### src/include/pmbch_params.svh
// Purpose: Offsets, field positions, command codes and reset values of the handshake block
// Assumes: Included by design files and the testbench
// Notes:   Byte addresses on the register bus
`ifndef PMBCH_PARAMS_SVH
`define PMBCH_PARAMS_SVH

// ****************************************
// Register bus offsets
// ****************************************
`define PMBCH_AV_IRQ_ST     5'h00
`define PMBCH_AV_IRQ_MASK   5'h04
`define PMBCH_AV_HS_STATUS  5'h08
`define PMBCH_AV_GCFG       5'h0C
`define PMBCH_AV_CTRL       5'h10

// ****************************************
// PMBus command codes
// ****************************************
`define PMBCH_CMD_HS        8'hE0
`define PMBCH_CMD_GCFG      8'hD0
`define PMBCH_CMD_ERASE     8'hE1
`define PMBCH_CMD_VSTAT     8'h80
`define PMBCH_CMD_CSTAT     8'h81
`define PMBCH_BUF_PAGE      4'h0

// ****************************************
// Field positions
// ****************************************
`define PMBCH_HS_TRANS      4
`define PMBCH_HS_CALC       5
`define PMBCH_HS_CHIP       6
`define PMBCH_GCFG_STRETCH  1
`define PMBCH_GCFG_LOG      7
`define PMBCH_VSTAT_PART    3
`define PMBCH_CSTAT_PART    4
`define PMBCH_IRQ_BUSY      0
`define PMBCH_IRQ_PART      1
`define PMBCH_IRQ_READY     2
`define PMBCH_CTRL_NACK     0
`define PMBCH_CTRL_ALERT    1
`define PMBCH_CTRL_PIN      2

// ****************************************
// Sizes and reset values
// ****************************************
`define PMBCH_DEPTH         16
`define PMBCH_IDX_W         4
`define PMBCH_DATA_W        16
`define PMBCH_IRQ_W         3
`define PMBCH_GCFG_RST      8'h00
`define PMBCH_CTRL_RST      2'h1
`define PMBCH_BUSY_DATA     16'hFFFF

`endif

### src/include/pmbch_pkg.sv
// Purpose: Types of the handshake block
// Assumes: None
// Notes:   One-hot state codes
package pmbch_pkg;

  // ****************************************
  // State types
  // ****************************************
  typedef enum logic [3:0] {
    B_IDLE = 4'b0001,
    B_HOLD = 4'b0010,
    B_RD   = 4'b0100,
    B_ACK  = 4'b1000
  } pmbch_bus_st_t;

  typedef enum logic [2:0] {
    D_IDLE  = 3'b001,
    D_FETCH = 3'b010,
    D_RUN   = 3'b100
  } pmbch_disp_st_t;

endpackage : pmbch_pkg

### src/hw/pmbch_top.sv
// Purpose: PMBus command intake, busy handshake and partial fault log flagging
// Assumes: PMBus front end on i_core_clk holds a request until o_pmb_done
// Notes:   Avalon-MM slave for software registers
//
// Function
// - One buffer word per command, newest kept
// - Write buffers data, processor executes concurrently
// - Pending commands may execute out of order
// - Bit 5 clear while calculation pending
// - Handshake status read always valid
// - Busy: NACK or 0xFFFF, fault, alert, stretch
// - Stretch only if config bit 1, fast bus
// - Bit 6 clear while anything executes
// - Bit 4 clear while output ramps
// - Command after all flags set is accepted
// - Status bytes may disagree; host rereads
// - Partial log at power-up sets flags, stops logging
// - Log erase clears partial log, reenables logging
//
// Register access over Avalon-MM and the address map are this design's own decisions.
`timescale 1ns/1ns
`include "pmbch_params.svh"

module pmbch_top
  import pmbch_pkg::*;
(
  input  wire logic                     i_core_clk,
  input  wire logic                     i_rst_n,
  input  wire logic [4:0]               i_avs_address,
  input  wire logic                     i_avs_read,
  input  wire logic                     i_avs_write,
  input  wire logic [31:0]              i_avs_writedata,
  input  wire logic [3:0]               i_avs_byteenable,
  output logic      [31:0]              o_avs_readdata,
  output logic                          o_avs_waitrequest,
  input  wire logic                     i_pmb_wr,
  input  wire logic                     i_pmb_rd,
  input  wire logic [7:0]               i_pmb_cmd,
  input  wire logic [`PMBCH_DATA_W-1:0] i_pmb_wdata,
  input  wire logic                     i_pmb_fast,
  output logic                          o_pmb_done,
  output logic                          o_pmb_nack,
  output logic      [`PMBCH_DATA_W-1:0] o_pmb_rdata,
  output logic                          o_scl_stretch,
  output logic                          o_proc_valid,
  output logic      [`PMBCH_IDX_W-1:0]  o_proc_cmd,
  output logic      [`PMBCH_DATA_W-1:0] o_proc_data,
  input  wire logic                     i_proc_done,
  input  wire logic                     i_vout_ramp,
  input  wire logic                     i_partial_log_nv,
  output logic                          o_log_erase,
  output logic                          o_log_enable,
  input  wire logic                     i_alert_i,
  output logic                          o_alert_o,
  output logic                          o_alert_oe,
  output logic                          o_irq
);

  // ****************************************
  // State and decode
  // ****************************************
  pmbch_bus_st_t            bus_st_reg;
  pmbch_disp_st_t           disp_st_reg;
  logic [`PMBCH_DEPTH-1:0]  pend_reg;
  logic [`PMBCH_IDX_W-1:0]  disp_idx_reg;
  logic [`PMBCH_IDX_W-1:0]  pick_idx;
  logic [`PMBCH_IDX_W-1:0]  rd_idx;
  logic [`PMBCH_DATA_W-1:0] mem_rdata;
  logic                     hs_trans_reg;
  logic                     hs_calc_reg;
  logic                     hs_chip_reg;
  logic [7:0]               gcfg_reg;
  logic [1:0]               ctrl_reg;
  logic [`PMBCH_IRQ_W-1:0]  irq_st_reg;
  logic [`PMBCH_IRQ_W-1:0]  irq_mask_reg;
  logic                     partial_reg;
  logic                     cap_done_reg;
  logic                     alert_s1_reg;
  logic                     alert_s2_reg;
  logic                     ready_prev_reg;
  logic                     is_buf;
  logic                     busy;
  logic                     stretch_ok;
  logic                     idle_req;
  logic                     buf_take;
  logic                     busy_evt;
  logic                     erase_take;
  logic                     gcfg_take;
  logic                     calc_idle;
  logic                     av_wr;
  logic [`PMBCH_IRQ_W-1:0]  irq_set;
  logic [`PMBCH_IRQ_W-1:0]  irq_clr;
  logic [7:0]               hs_byte;

  assign is_buf     = (i_pmb_cmd[7:4] == `PMBCH_BUF_PAGE);
  assign busy       = !hs_chip_reg;
  assign stretch_ok = gcfg_reg[`PMBCH_GCFG_STRETCH] && i_pmb_fast;
  assign idle_req   = (bus_st_reg == B_IDLE) && (i_pmb_wr || i_pmb_rd);
  assign buf_take   = i_pmb_wr && is_buf &&
                      (((bus_st_reg == B_IDLE) && (!busy ||
                        (!stretch_ok && !ctrl_reg[`PMBCH_CTRL_NACK]))) ||
                       ((bus_st_reg == B_HOLD) && !busy));
  assign busy_evt   = idle_req && is_buf && busy && !stretch_ok;
  assign erase_take = (bus_st_reg == B_IDLE) && i_pmb_wr && (i_pmb_cmd == `PMBCH_CMD_ERASE);
  assign gcfg_take  = (bus_st_reg == B_IDLE) && i_pmb_wr && (i_pmb_cmd == `PMBCH_CMD_GCFG);
  assign calc_idle  = !(|pend_reg) && (disp_st_reg == D_IDLE);
  assign av_wr      = i_avs_write && !o_avs_waitrequest;
  assign hs_byte    = {1'b0, hs_chip_reg, hs_calc_reg, hs_trans_reg, 4'h0};
  assign rd_idx     = ((disp_st_reg == D_IDLE) && (|pend_reg)) ? pick_idx
                                                               : i_pmb_cmd[`PMBCH_IDX_W-1:0];

  // ****************************************
  // Command buffer
  // ****************************************
  pmbch_cmd_buf u_buf (
    .i_core_clk (i_core_clk),
    .i_rst_n    (i_rst_n),
    .i_we       (buf_take),
    .i_waddr    (i_pmb_cmd[`PMBCH_IDX_W-1:0]),
    .i_wdata    (i_pmb_wdata),
    .i_raddr    (rd_idx),
    .o_rdata    (mem_rdata)
  );

  // ****************************************
  // Pending marks and dispatch
  // ****************************************
  always_comb begin
    pick_idx = '0;
    for (int k = `PMBCH_DEPTH - 1; k >= 0; k--) begin
      if (pend_reg[k]) begin
        pick_idx = k[`PMBCH_IDX_W-1:0];
      end
    end
  end

  for (genvar g = 0; g < `PMBCH_DEPTH; g++) begin : g_pend
    always_ff @(posedge i_core_clk or negedge i_rst_n) begin
      if (!i_rst_n) begin
        pend_reg[g] <= 1'b0;
      end else if (buf_take && (i_pmb_cmd[`PMBCH_IDX_W-1:0] == g)) begin
        pend_reg[g] <= 1'b1;
      end else if ((disp_st_reg == D_IDLE) && (|pend_reg) && (pick_idx == g)) begin
        pend_reg[g] <= 1'b0;
      end
    end
  end

  always_ff @(posedge i_core_clk or negedge i_rst_n) begin
    if (!i_rst_n) begin
      disp_st_reg  <= D_IDLE;
      disp_idx_reg <= '0;
      o_proc_valid <= 1'b0;
      o_proc_cmd   <= '0;
      o_proc_data  <= 16'h0000;
    end else begin
      o_proc_valid <= 1'b0;
      case (disp_st_reg)
        D_IDLE: begin
          if (|pend_reg) begin
            disp_idx_reg <= pick_idx;
            disp_st_reg  <= D_FETCH;
          end
        end
        D_FETCH: begin
          o_proc_valid <= 1'b1;
          o_proc_cmd   <= disp_idx_reg;
          o_proc_data  <= mem_rdata;
          disp_st_reg  <= D_RUN;
        end
        D_RUN: begin
          if (i_proc_done) begin
            disp_st_reg <= D_IDLE;
          end
        end
        default: begin
          disp_st_reg <= D_IDLE;
        end
      endcase
    end
  end

  // ****************************************
  // Handshake flags
  // ****************************************
  always_ff @(posedge i_core_clk or negedge i_rst_n) begin
    if (!i_rst_n) begin
      hs_trans_reg <= 1'b0;
      hs_calc_reg  <= 1'b0;
      hs_chip_reg  <= 1'b0;
    end else begin
      hs_trans_reg <= !i_vout_ramp;
      hs_calc_reg  <= calc_idle;
      hs_chip_reg  <= calc_idle && !i_vout_ramp;
    end
  end

  // ****************************************
  // PMBus transaction answer
  // ****************************************
  always_ff @(posedge i_core_clk or negedge i_rst_n) begin
    if (!i_rst_n) begin
      bus_st_reg    <= B_IDLE;
      o_pmb_done    <= 1'b0;
      o_pmb_nack    <= 1'b0;
      o_pmb_rdata   <= 16'h0000;
      o_scl_stretch <= 1'b0;
    end else begin
      o_pmb_done <= 1'b0;
      case (bus_st_reg)
        B_IDLE: begin
          o_pmb_nack <= 1'b0;
          if (idle_req && is_buf && busy && stretch_ok) begin
            o_scl_stretch <= 1'b1;
            bus_st_reg    <= B_HOLD;
          end else if (idle_req && is_buf && i_pmb_rd && !busy) begin
            bus_st_reg <= B_RD;
          end else if (idle_req) begin
            o_pmb_done <= 1'b1;
            bus_st_reg <= B_ACK;
            if (i_pmb_rd && is_buf) begin
              o_pmb_rdata <= `PMBCH_BUSY_DATA;
            end else if (i_pmb_rd && (i_pmb_cmd == `PMBCH_CMD_HS)) begin
              o_pmb_rdata <= {hs_byte, hs_byte};
            end else if (i_pmb_rd && (i_pmb_cmd == `PMBCH_CMD_GCFG)) begin
              o_pmb_rdata <= {8'h00, gcfg_reg};
            end else if (i_pmb_rd && (i_pmb_cmd == `PMBCH_CMD_VSTAT)) begin
              o_pmb_rdata <= {8'h00, 4'h0, partial_reg, 3'h0};
            end else if (i_pmb_rd && (i_pmb_cmd == `PMBCH_CMD_CSTAT)) begin
              o_pmb_rdata <= {8'h00, 3'h0, partial_reg, 4'h0};
            end else if (i_pmb_rd) begin
              o_pmb_nack <= 1'b1;
            end else if (is_buf) begin
              o_pmb_nack <= !buf_take;
            end else begin
              o_pmb_nack <= !(erase_take || gcfg_take);
            end
          end
        end
        B_HOLD: begin
          if (!busy) begin
            o_scl_stretch <= 1'b0;
            if (i_pmb_rd) begin
              bus_st_reg <= B_RD;
            end else begin
              o_pmb_done <= 1'b1;
              bus_st_reg <= B_ACK;
            end
          end
        end
        B_RD: begin
          o_pmb_rdata <= mem_rdata;
          o_pmb_done  <= 1'b1;
          bus_st_reg  <= B_ACK;
        end
        B_ACK: begin
          bus_st_reg <= B_IDLE;
        end
        default: begin
          bus_st_reg <= B_IDLE;
        end
      endcase
    end
  end

  // ****************************************
  // Fault log partial flag
  // ****************************************
  always_ff @(posedge i_core_clk or negedge i_rst_n) begin
    if (!i_rst_n) begin
      cap_done_reg <= 1'b0;
      partial_reg  <= 1'b0;
      o_log_erase  <= 1'b0;
      o_log_enable <= 1'b0;
    end else begin
      cap_done_reg <= 1'b1;
      o_log_erase  <= erase_take;
      if (!cap_done_reg && i_partial_log_nv) begin
        partial_reg <= 1'b1;
      end else if (erase_take) begin
        partial_reg <= 1'b0;
      end
      o_log_enable <= gcfg_reg[`PMBCH_GCFG_LOG] && !partial_reg && !erase_take &&
                      cap_done_reg;
    end
  end

  // ****************************************
  // Avalon-MM slave and registers
  // ****************************************
  always_ff @(posedge i_core_clk or negedge i_rst_n) begin
    if (!i_rst_n) begin
      o_avs_waitrequest <= 1'b1;
      o_avs_readdata    <= 32'h0000_0000;
    end else if ((i_avs_read || i_avs_write) && o_avs_waitrequest) begin
      o_avs_waitrequest <= 1'b0;
      o_avs_readdata    <= 32'h0000_0000;
      if (i_avs_address == `PMBCH_AV_IRQ_ST) begin
        o_avs_readdata[`PMBCH_IRQ_W-1:0] <= irq_st_reg;
      end else if (i_avs_address == `PMBCH_AV_IRQ_MASK) begin
        o_avs_readdata[`PMBCH_IRQ_W-1:0] <= irq_mask_reg;
      end else if (i_avs_address == `PMBCH_AV_HS_STATUS) begin
        o_avs_readdata[7:0] <= hs_byte;
      end else if (i_avs_address == `PMBCH_AV_GCFG) begin
        o_avs_readdata[7:0] <= gcfg_reg;
      end else if (i_avs_address == `PMBCH_AV_CTRL) begin
        o_avs_readdata[2:0] <= {alert_s2_reg, ctrl_reg};
      end
    end else begin
      o_avs_waitrequest <= 1'b1;
    end
  end

  always_ff @(posedge i_core_clk or negedge i_rst_n) begin
    if (!i_rst_n) begin
      gcfg_reg     <= `PMBCH_GCFG_RST;
      ctrl_reg     <= `PMBCH_CTRL_RST;
      irq_mask_reg <= '0;
    end else begin
      if (gcfg_take) begin
        gcfg_reg <= i_pmb_wdata[7:0];
      end else if (av_wr && i_avs_byteenable[0] && (i_avs_address == `PMBCH_AV_GCFG)) begin
        gcfg_reg <= i_avs_writedata[7:0];
      end
      if (av_wr && i_avs_byteenable[0] && (i_avs_address == `PMBCH_AV_CTRL)) begin
        ctrl_reg <= i_avs_writedata[1:0];
      end
      if (av_wr && i_avs_byteenable[0] && (i_avs_address == `PMBCH_AV_IRQ_MASK)) begin
        irq_mask_reg <= i_avs_writedata[`PMBCH_IRQ_W-1:0];
      end
    end
  end

  // ****************************************
  // Interrupt, alert pin
  // ****************************************
  assign irq_set = {hs_chip_reg && hs_calc_reg && hs_trans_reg && !ready_prev_reg,
                    !cap_done_reg && i_partial_log_nv,
                    busy_evt};
  assign irq_clr = (av_wr && i_avs_byteenable[0] && (i_avs_address == `PMBCH_AV_IRQ_ST)) ?
                   i_avs_writedata[`PMBCH_IRQ_W-1:0] : '0;

  always_ff @(posedge i_core_clk or negedge i_rst_n) begin
    if (!i_rst_n) begin
      irq_st_reg     <= '0;
      ready_prev_reg <= 1'b0;
      o_irq          <= 1'b0;
      o_alert_o      <= 1'b0;
      o_alert_oe     <= 1'b0;
      alert_s1_reg   <= 1'b1;
      alert_s2_reg   <= 1'b1;
    end else begin
      irq_st_reg     <= (irq_st_reg & ~irq_clr) | irq_set;
      ready_prev_reg <= hs_chip_reg && hs_calc_reg && hs_trans_reg;
      o_irq          <= |(irq_st_reg & irq_mask_reg);
      o_alert_o      <= 1'b0;
      o_alert_oe     <= irq_st_reg[`PMBCH_IRQ_BUSY] && ctrl_reg[`PMBCH_CTRL_ALERT];
      alert_s1_reg   <= i_alert_i;
      alert_s2_reg   <= alert_s1_reg;
    end
  end
endmodule : pmbch_top

### src/hw/pmbch_cmd_buf.sv
// Purpose: One data word per supported command, registered read
// Assumes: Single clock
// Notes:   Write overwrites the older word
`timescale 1ns/1ns
`include "pmbch_params.svh"

module pmbch_cmd_buf (
  input  wire logic                     i_core_clk,
  input  wire logic                     i_rst_n,
  input  wire logic                     i_we,
  input  wire logic [`PMBCH_IDX_W-1:0]  i_waddr,
  input  wire logic [`PMBCH_DATA_W-1:0] i_wdata,
  input  wire logic [`PMBCH_IDX_W-1:0]  i_raddr,
  output logic      [`PMBCH_DATA_W-1:0] o_rdata
);

  logic [`PMBCH_DATA_W-1:0] mem [`PMBCH_DEPTH];

  always_ff @(posedge i_core_clk) begin
    if (i_we) begin
      mem[i_waddr] <= i_wdata;
    end
  end

  always_ff @(posedge i_core_clk or negedge i_rst_n) begin
    if (!i_rst_n) begin
      o_rdata <= 16'h0000;
    end else begin
      o_rdata <= mem[i_raddr];
    end
  end

endmodule : pmbch_cmd_buf

### config.mk
export PLATFORM = sky130hd
export DESIGN_NAME = pmbch_top
export DESIGN_NICKNAME = d
export VERILOG_FILES = /design/src/include/pmbch_pkg.sv /design/src/hw/pmbch_top.sv /design/src/hw/pmbch_cmd_buf.sv
export VERILOG_INCLUDE_DIRS = /design/src /design/src/include
export SDC_FILE = /design/constraint.sdc
export NUM_CORES = 1
export LEC_CHECK = 0
export BUFFER_PORTS_ARGS = -buffer_cell sky130_fd_sc_hd__buf_2
export CAP_MARGIN = 20
export CELL_PAD_IN_SITES_DETAIL_PLACEMENT = 1
export CELL_PAD_IN_SITES_GLOBAL_PLACEMENT = 1
export CORE_MARGIN = 5
export CORE_UTILIZATION = 50
export DETAILED_ROUTE_END_ITERATION = 6
export MAX_ROUTING_LAYER = met4
export PLACE_DENSITY = 0.81
export SLEW_MARGIN = 10
export SYNTH_ARGS = -nofsm -noshare
export SYNTH_HDL_FRONTEND = slang
export SYNTH_SLANG_ARGS = --single-unit
export TNS_END_PERCENT = 10
### constraint.sdc
create_clock -name i_core_clk -period 10.2 [get_ports i_core_clk]
set_clock_uncertainty 0.05 [all_clocks]
set_input_delay 0.51 -clock i_core_clk [delete_from_list [all_inputs] [get_ports i_core_clk]]
set_output_delay 0.51 -clock i_core_clk [all_outputs]
set_load 0.01 [all_outputs]
# Yosys cells after proc, flatten, opt, wreduce, memory -nomap -nowiden
# Memory sizes are Yosys's and may differ from the RTL's. A register that Yosys moved wholly into a read port is not among the register bits.
# Index checks and enable logic that the tools add are counted.
# word_totals
regBits	104
latchBits	0
ramBits	256
romBits	0
in_bits	76
output_inout_bits	78
word_cells	326
n_memories	1
# classes
n_addsub	0
mul	0
div	0
order_cmp	0
eq_ne	54
shift	0
muxes	103
bitwise	4
n_reduce_logical	120
# memory_table
memory	words	word_bits	read_ports	rd_ports_with_merged_regs	write_ports	line_no	text
u_buf.mem	16	16	1	1	1	pmbch_cmd_buf.sv:17	logic [`PMBCH_DATA_W-1:0] mem [`PMBCH_DEPTH];
# op_table
op	n
16-bit 2-to-1 mux	8
4-bit 2-to-1 mux	22
1-bit logical AND	71
4-bit equality test, second input constant	16
1-bit 2-to-1 mux	55
8-bit equality test, second input constant	5
2-bit nonzero test	20
4-bit by 3-bit equality test with 1-bit output, second input constant	9
16-bit one-hot mux with 2 select lines	1
8-bit 2-to-1 mux	3
3-bit 2-to-1 mux	7
4-bit by 2-bit equality test with 1-bit output, second input constant	5
16-bit OR reduction	1
5-bit 2-to-1 mux	3
1-bit zero test	13
4-bit by 1-bit equality test with 1-bit output, second input constant	3
4-bit zero test	3
2-bit inequality test, second input constant	6
4-bit one-hot mux with 3 select lines	1
5-bit by 4-bit equality test with 1-bit output, second input constant	2
3-bit one-hot mux with 3 select lines	1
3-bit bitwise AND	2
6-bit by 1-bit inequality test with 1-bit output, second input constant	1
2-bit AND reduction	3
16 further kinds	20

# Longest topological paths before layout
# depth
depth_word	20
mapped_depth	10
depth_no_buf	7

# Hierarchy
# From an unflattened synthesis, not the netlist that was laid out.
# unflattened
hier_cells	933
area_unflattened_um2	15255.9
# by_module_without_submodules
mod	instances	cells_each	area_each_um2	seq_area_each_um2
pmbch_cmd_buf	1	432	10123.5	8087.8
pmbch_top	1	501	5132.4	2610.0

# Worst setup path before layout
# Ideal clock, no wire load.
# synth_path
kind	reg-to-reg
startpoint	register bus_st_reg[0]
endpoint	memory u_buf.mem[4][0] (netlist bit), enable pin
setup_time_ns	0.438
arrival_time_ns	3.358
required_ns	9.712
setup_slack_ns	6.354
stages_incl_launch_ff	5
path_buffers	0
period_less_slack_ns	3.846
cell_sequence	dfstp_2 > nor4b_1 > o21ai_0 > a21oi_1 > nor4b_1
# synth_between
elab_chain_cells	6
word_cells_on_any_way	8
cone_classes	2 x eq/ne; 2 x mux; 4 x reduce/logical
# synth_lines
element	line_no	text
start: declaration	pmbch_top.sv:62	pmbch_bus_st_t bus_st_reg;
start signal: assignment	pmbch_top.sv:203	bus_st_reg <= B_IDLE;
start signal: assignment	pmbch_top.sv:215	bus_st_reg <= B_HOLD;
start signal: assignment	pmbch_top.sv:217	bus_st_reg <= B_RD;
4-bit by 1-bit equality test with 1-bit output or 4-bit by 2-bit equality test with 1-bit output (tied branches)	pmbch_top.sv:100, pmbch_top.sv:102	
1-bit logical AND (on tied branches)	pmbch_top.sv:100, pmbch_top.sv:102	
1-bit logical OR *	pmbch_top.sv:100	(((bus_st_reg == B_IDLE) && (!busy ||
1-bit logical AND *	pmbch_top.sv:99	assign buf_take = i_pmb_wr && is_buf &&
1-bit 2-to-1 mux *	pmbch_cmd_buf.sv:20	if (i_we) begin
1-bit 2-to-1 mux (not written as such) *	pmbch_cmd_buf.sv:21	mem[i_waddr] <= i_wdata;
end: declaration	pmbch_cmd_buf.sv:17	
# Mark *: on every way between the ends. The rest lies on a longest branch, timed or not.

# Final worst setup path
# layout_path
startpoint	register disp_st_reg[0]
endpoint	register u_buf.o_rdata[5], read port of u_buf.mem
# layout_between
elab_chain_cells	3
# layout_lines
element	line_no	text
start: declaration	pmbch_top.sv:63	pmbch_disp_st_t disp_st_reg;
start signal: assignment	pmbch_top.sv:151	disp_st_reg <= D_IDLE;
start signal: assignment	pmbch_top.sv:162	disp_st_reg <= D_FETCH;
start signal: assignment	pmbch_top.sv:169	disp_st_reg <= D_RUN;
3-bit by 1-bit equality test with 1-bit output	pmbch_top.sv:109	assign rd_idx = ((disp_st_reg == D_IDLE) && (|pend_reg)) ? pick_idx
1-bit logical AND	pmbch_top.sv:109	
4-bit 2-to-1 mux	pmbch_top.sv:109	
end: declaration	pmbch_cmd_buf.sv:14	output logic [`PMBCH_DATA_W-1:0] o_rdata
# Every way passes these cells.
# A chain may end at the register's enable or synchronous reset.

==> flow_summary.toml <==
[routing]
via_count = 11350
dr.pass1.iters = 5
wire_per_inst_um = 26.06
wl_um = 47460
viasPerCell = 6.235
final_antenna_net_count = 0
drtIter0Drc = 1094
route.detailed.drc = 0

[pwr]
irDropWorstVdd_v = 0.0002224
power.switching_w = 0.002030
p_comb_frac = 0.369
p_leak_nw = 6.992
power_density_nw_per_um2 = 287.8
p_int_w = 0.003342
p_sw_frac = 0.3779
sequentialPowerShare = 0.357
clockPowerShare = 0.274

[worst_setup_path]
crit_required_ns = 10.55
path_max_fanout = 58
end_kind = "register"
crit_type = "register to register"
cp.arrival_ns = 5.36
cp-start-kind = "register"

[worst_hold_path]
hp-class = "input pin to register"

[clocking]
post_cts_resized = 0
clk_latency_ns = 0.54
clkTransAtPathRegs_ns = 0.06
cts_made_buffers = 41
cts.sinks = 376
ctsHoldBuffers = 0
cts_root_buf = "clkbuf_16"
postCtsSetupBuffers = 0
h-tree-depth = 2
cts_tree = "done"
cts_buffer_depth = 3

[timing]
hold_viol = 0
min_period_ns = 5.018
maxSlewHeadroom = 0.2130
slew_violations = 0
worstMarginPinSlew_ns = 1.151
rsz0062_at_grt = "no"
setup_viol_count_final = 0
period_share = 0.4919
fin_tns_setup_ns = 0
fmax_ghz = 0.1993

[place]
place.gp.congestion = 0.8805
io_buffers = 101
dp.cells = 1745
hpwl_um = 29130

[synth]
synth_edf_count = 256
ys_seq_area_frac = 0.6530
synth_area_um2 = 16380
async_reset_ff_frac = 0.3191
synthDistinctLibCells = 72
yosysTopAreaCell = "edfxtp_1"
syn_avg_cell_area_um2 = 13.04
synthCells = 1256
ys_ff_latch = 376
synth_top_area_frac = 0.4693
synthTopCellsByArea = "edfxtp_1 47%, dfrtp_1 17%, mux2i_1 4.5%"
yosysWarningCount = 0
synth_top_flop_cell = "edfxtp_1"

[final_layout]
regMostFlops = "u_buf.mem"
final_layout_size_suffix_gt1_frac = 0.1917
final_cells = 1821
layout_commonest_cell = "edfxtp_1"
largest_register_ffs = 256
fin_nets = 1424
synthToLayoutAreaGrowth_pct = 13.97
mostFrequentLayoutCells = "256 x edfxtp_1, 114 x nand2_1, 114 x dfrtp_1, 101 x a21oi_1, 100 x buf_2"

[global_route]
grt_pass1_wl_um = 72670
overflow = 0
grt_max_degree = 97
grt_pass1_vias = 12180
grt_use_total = 0.2664
antenna_found_initial = 2

[die]
initial_utilization = 0.5048
die_w_um = 191.0
floorplan.die_area_um2 = 36480
die_h_um = 191.0
io_pins = 154
coreArea_um2 = 32450
row_count = 66

[job]
max_cap_viol_count = 0

[run_status]
status = "finished, final reports clean"
power groups by stage:
stage | Clock (W) | Sequential (W) | Combinational (W)
floorplan | 0 | 0.00192 | 0.00129
global placement | 0 | 0.00194 | 0.00186
global route | 0.00157 | 0.00193 | 0.00211
finish | 0.00147 | 0.00192 | 0.00198
detailed placement | 0 | 0.00194 | 0.00194
CTS | 0.00150 | 0.00192 | 0.00196
stage by stage:
stage / instance area [um2] / util / total power [W] / setup WS [ns] / hold slack, ns
2_1_floorplan: 16470 / - / 0.003209 / 6.354 / 0.1644
3_3_place_gp: 17310 / 0.5333 / 0.003801 / 5.325 / 0.2997
3_5_place_dp: 17310 / 0.5333 / 0.003883 / 5.258 / 0.3003
4_1_cts: 18650 / 0.5745 / 0.005376 / 5.174 / 0.01321
5_1_grt: 18670 / 0.5753 / 0.005611 / 5.060 / 0.02092
6_report: 18670 / 0.5753 / 0.005372 / 5.182 / 0.03355
metal layers:
metal  wire (um)  up-vias  track usage
met2       23870      429       0.4480
met1       19120     5822       0.3344
met5           0        -            -
met3        2976      109      0.03798
li1            -     4994            -
met4        1494        0      0.09254
final cells by class:
type / instances / area, um2
fill: 3227 / 13780
sequential: 376 / 10700
multi-input combinational: 780 / 5249
clock buffer: 62 / 1226
timing repair buffer: 137 / 783.3
tap: 442 / 553.0
clock inverter: 10 / 111.4
inverter: 12 / 45.04
antenna: 2 / 5.005
cells in the mapped netlist, types with 12 or more instances:
library cell    n
a2111oi_0      16
a21o_1         18
a21oi_1       101
a311oi_1       17
a41oi_1        32
buf_2          13
buf_4          25
clkbuf_1       65
dfrtp_1       114
edfxtp_1      256
inv_1          12
mux2_2         25
mux2i_1        74
nand2_1       114
nand2b_1       19
nand4_1        20
nor2_1         51
o211ai_1       51
o21ai_0        59
o22ai_1        32
or3b_1         17
critical path, stage by stage, from the launching register on:
cell	delay, ns
dfstp_2	0.55
or3b_1	0.52
a41o_4	0.54
o21ai_4	0.74
buf_4	0.67
mux2_4	0.36
a2111oi_0	0.95
or3b_1	0.44
path summary, 6_finish.rpt:
check / cells after the start / end / slack [ns] / start
setup / recovery: 7 / u_buf.o_rdata[5]$_DFF_PN0_ / 5.18 / disp_st_reg[0]$_DFFE_PN1P_
hold / removal: 1 / alert_s1_reg$_DFF_PN1_ / 0.03 / i_alert_i
setup reg to reg: 7 / u_buf.o_rdata[5]$_DFF_PN0_ / 5.18 / disp_st_reg[0]$_DFFE_PN1P_
hold reg to reg: 0 / alert_s2_reg$_DFF_PN1_ / 0.31 / alert_s1_reg$_DFF_PN1_
max in group asynchronous: 2 / o_proc_cmd[3]$_DFFE_PN0P_ / 8.76 / i_rst_n
min in group asynchronous: 1 / irq_mask_reg[1]$_DFFE_PN0P_ / 0.05 / i_rst_n
kinds of logic (layout without fill, tap and decap cells):
| logic type | after synthesis | after routing | synth area share |
|---|---|---|---|
| compound gates | 360 | 360 | 0.1469 |
| mux | 113 | 113 | 0.07431 |
| buf+inv | 124 | 221 | 0.03666 |
| simple gates | 281 | 281 | 0.08867 |
| flops | 376 | 376 | 0.6530 |
| other cells | 2 | 28 | 0.0004584 |
(Power assumes the default switching activity.)
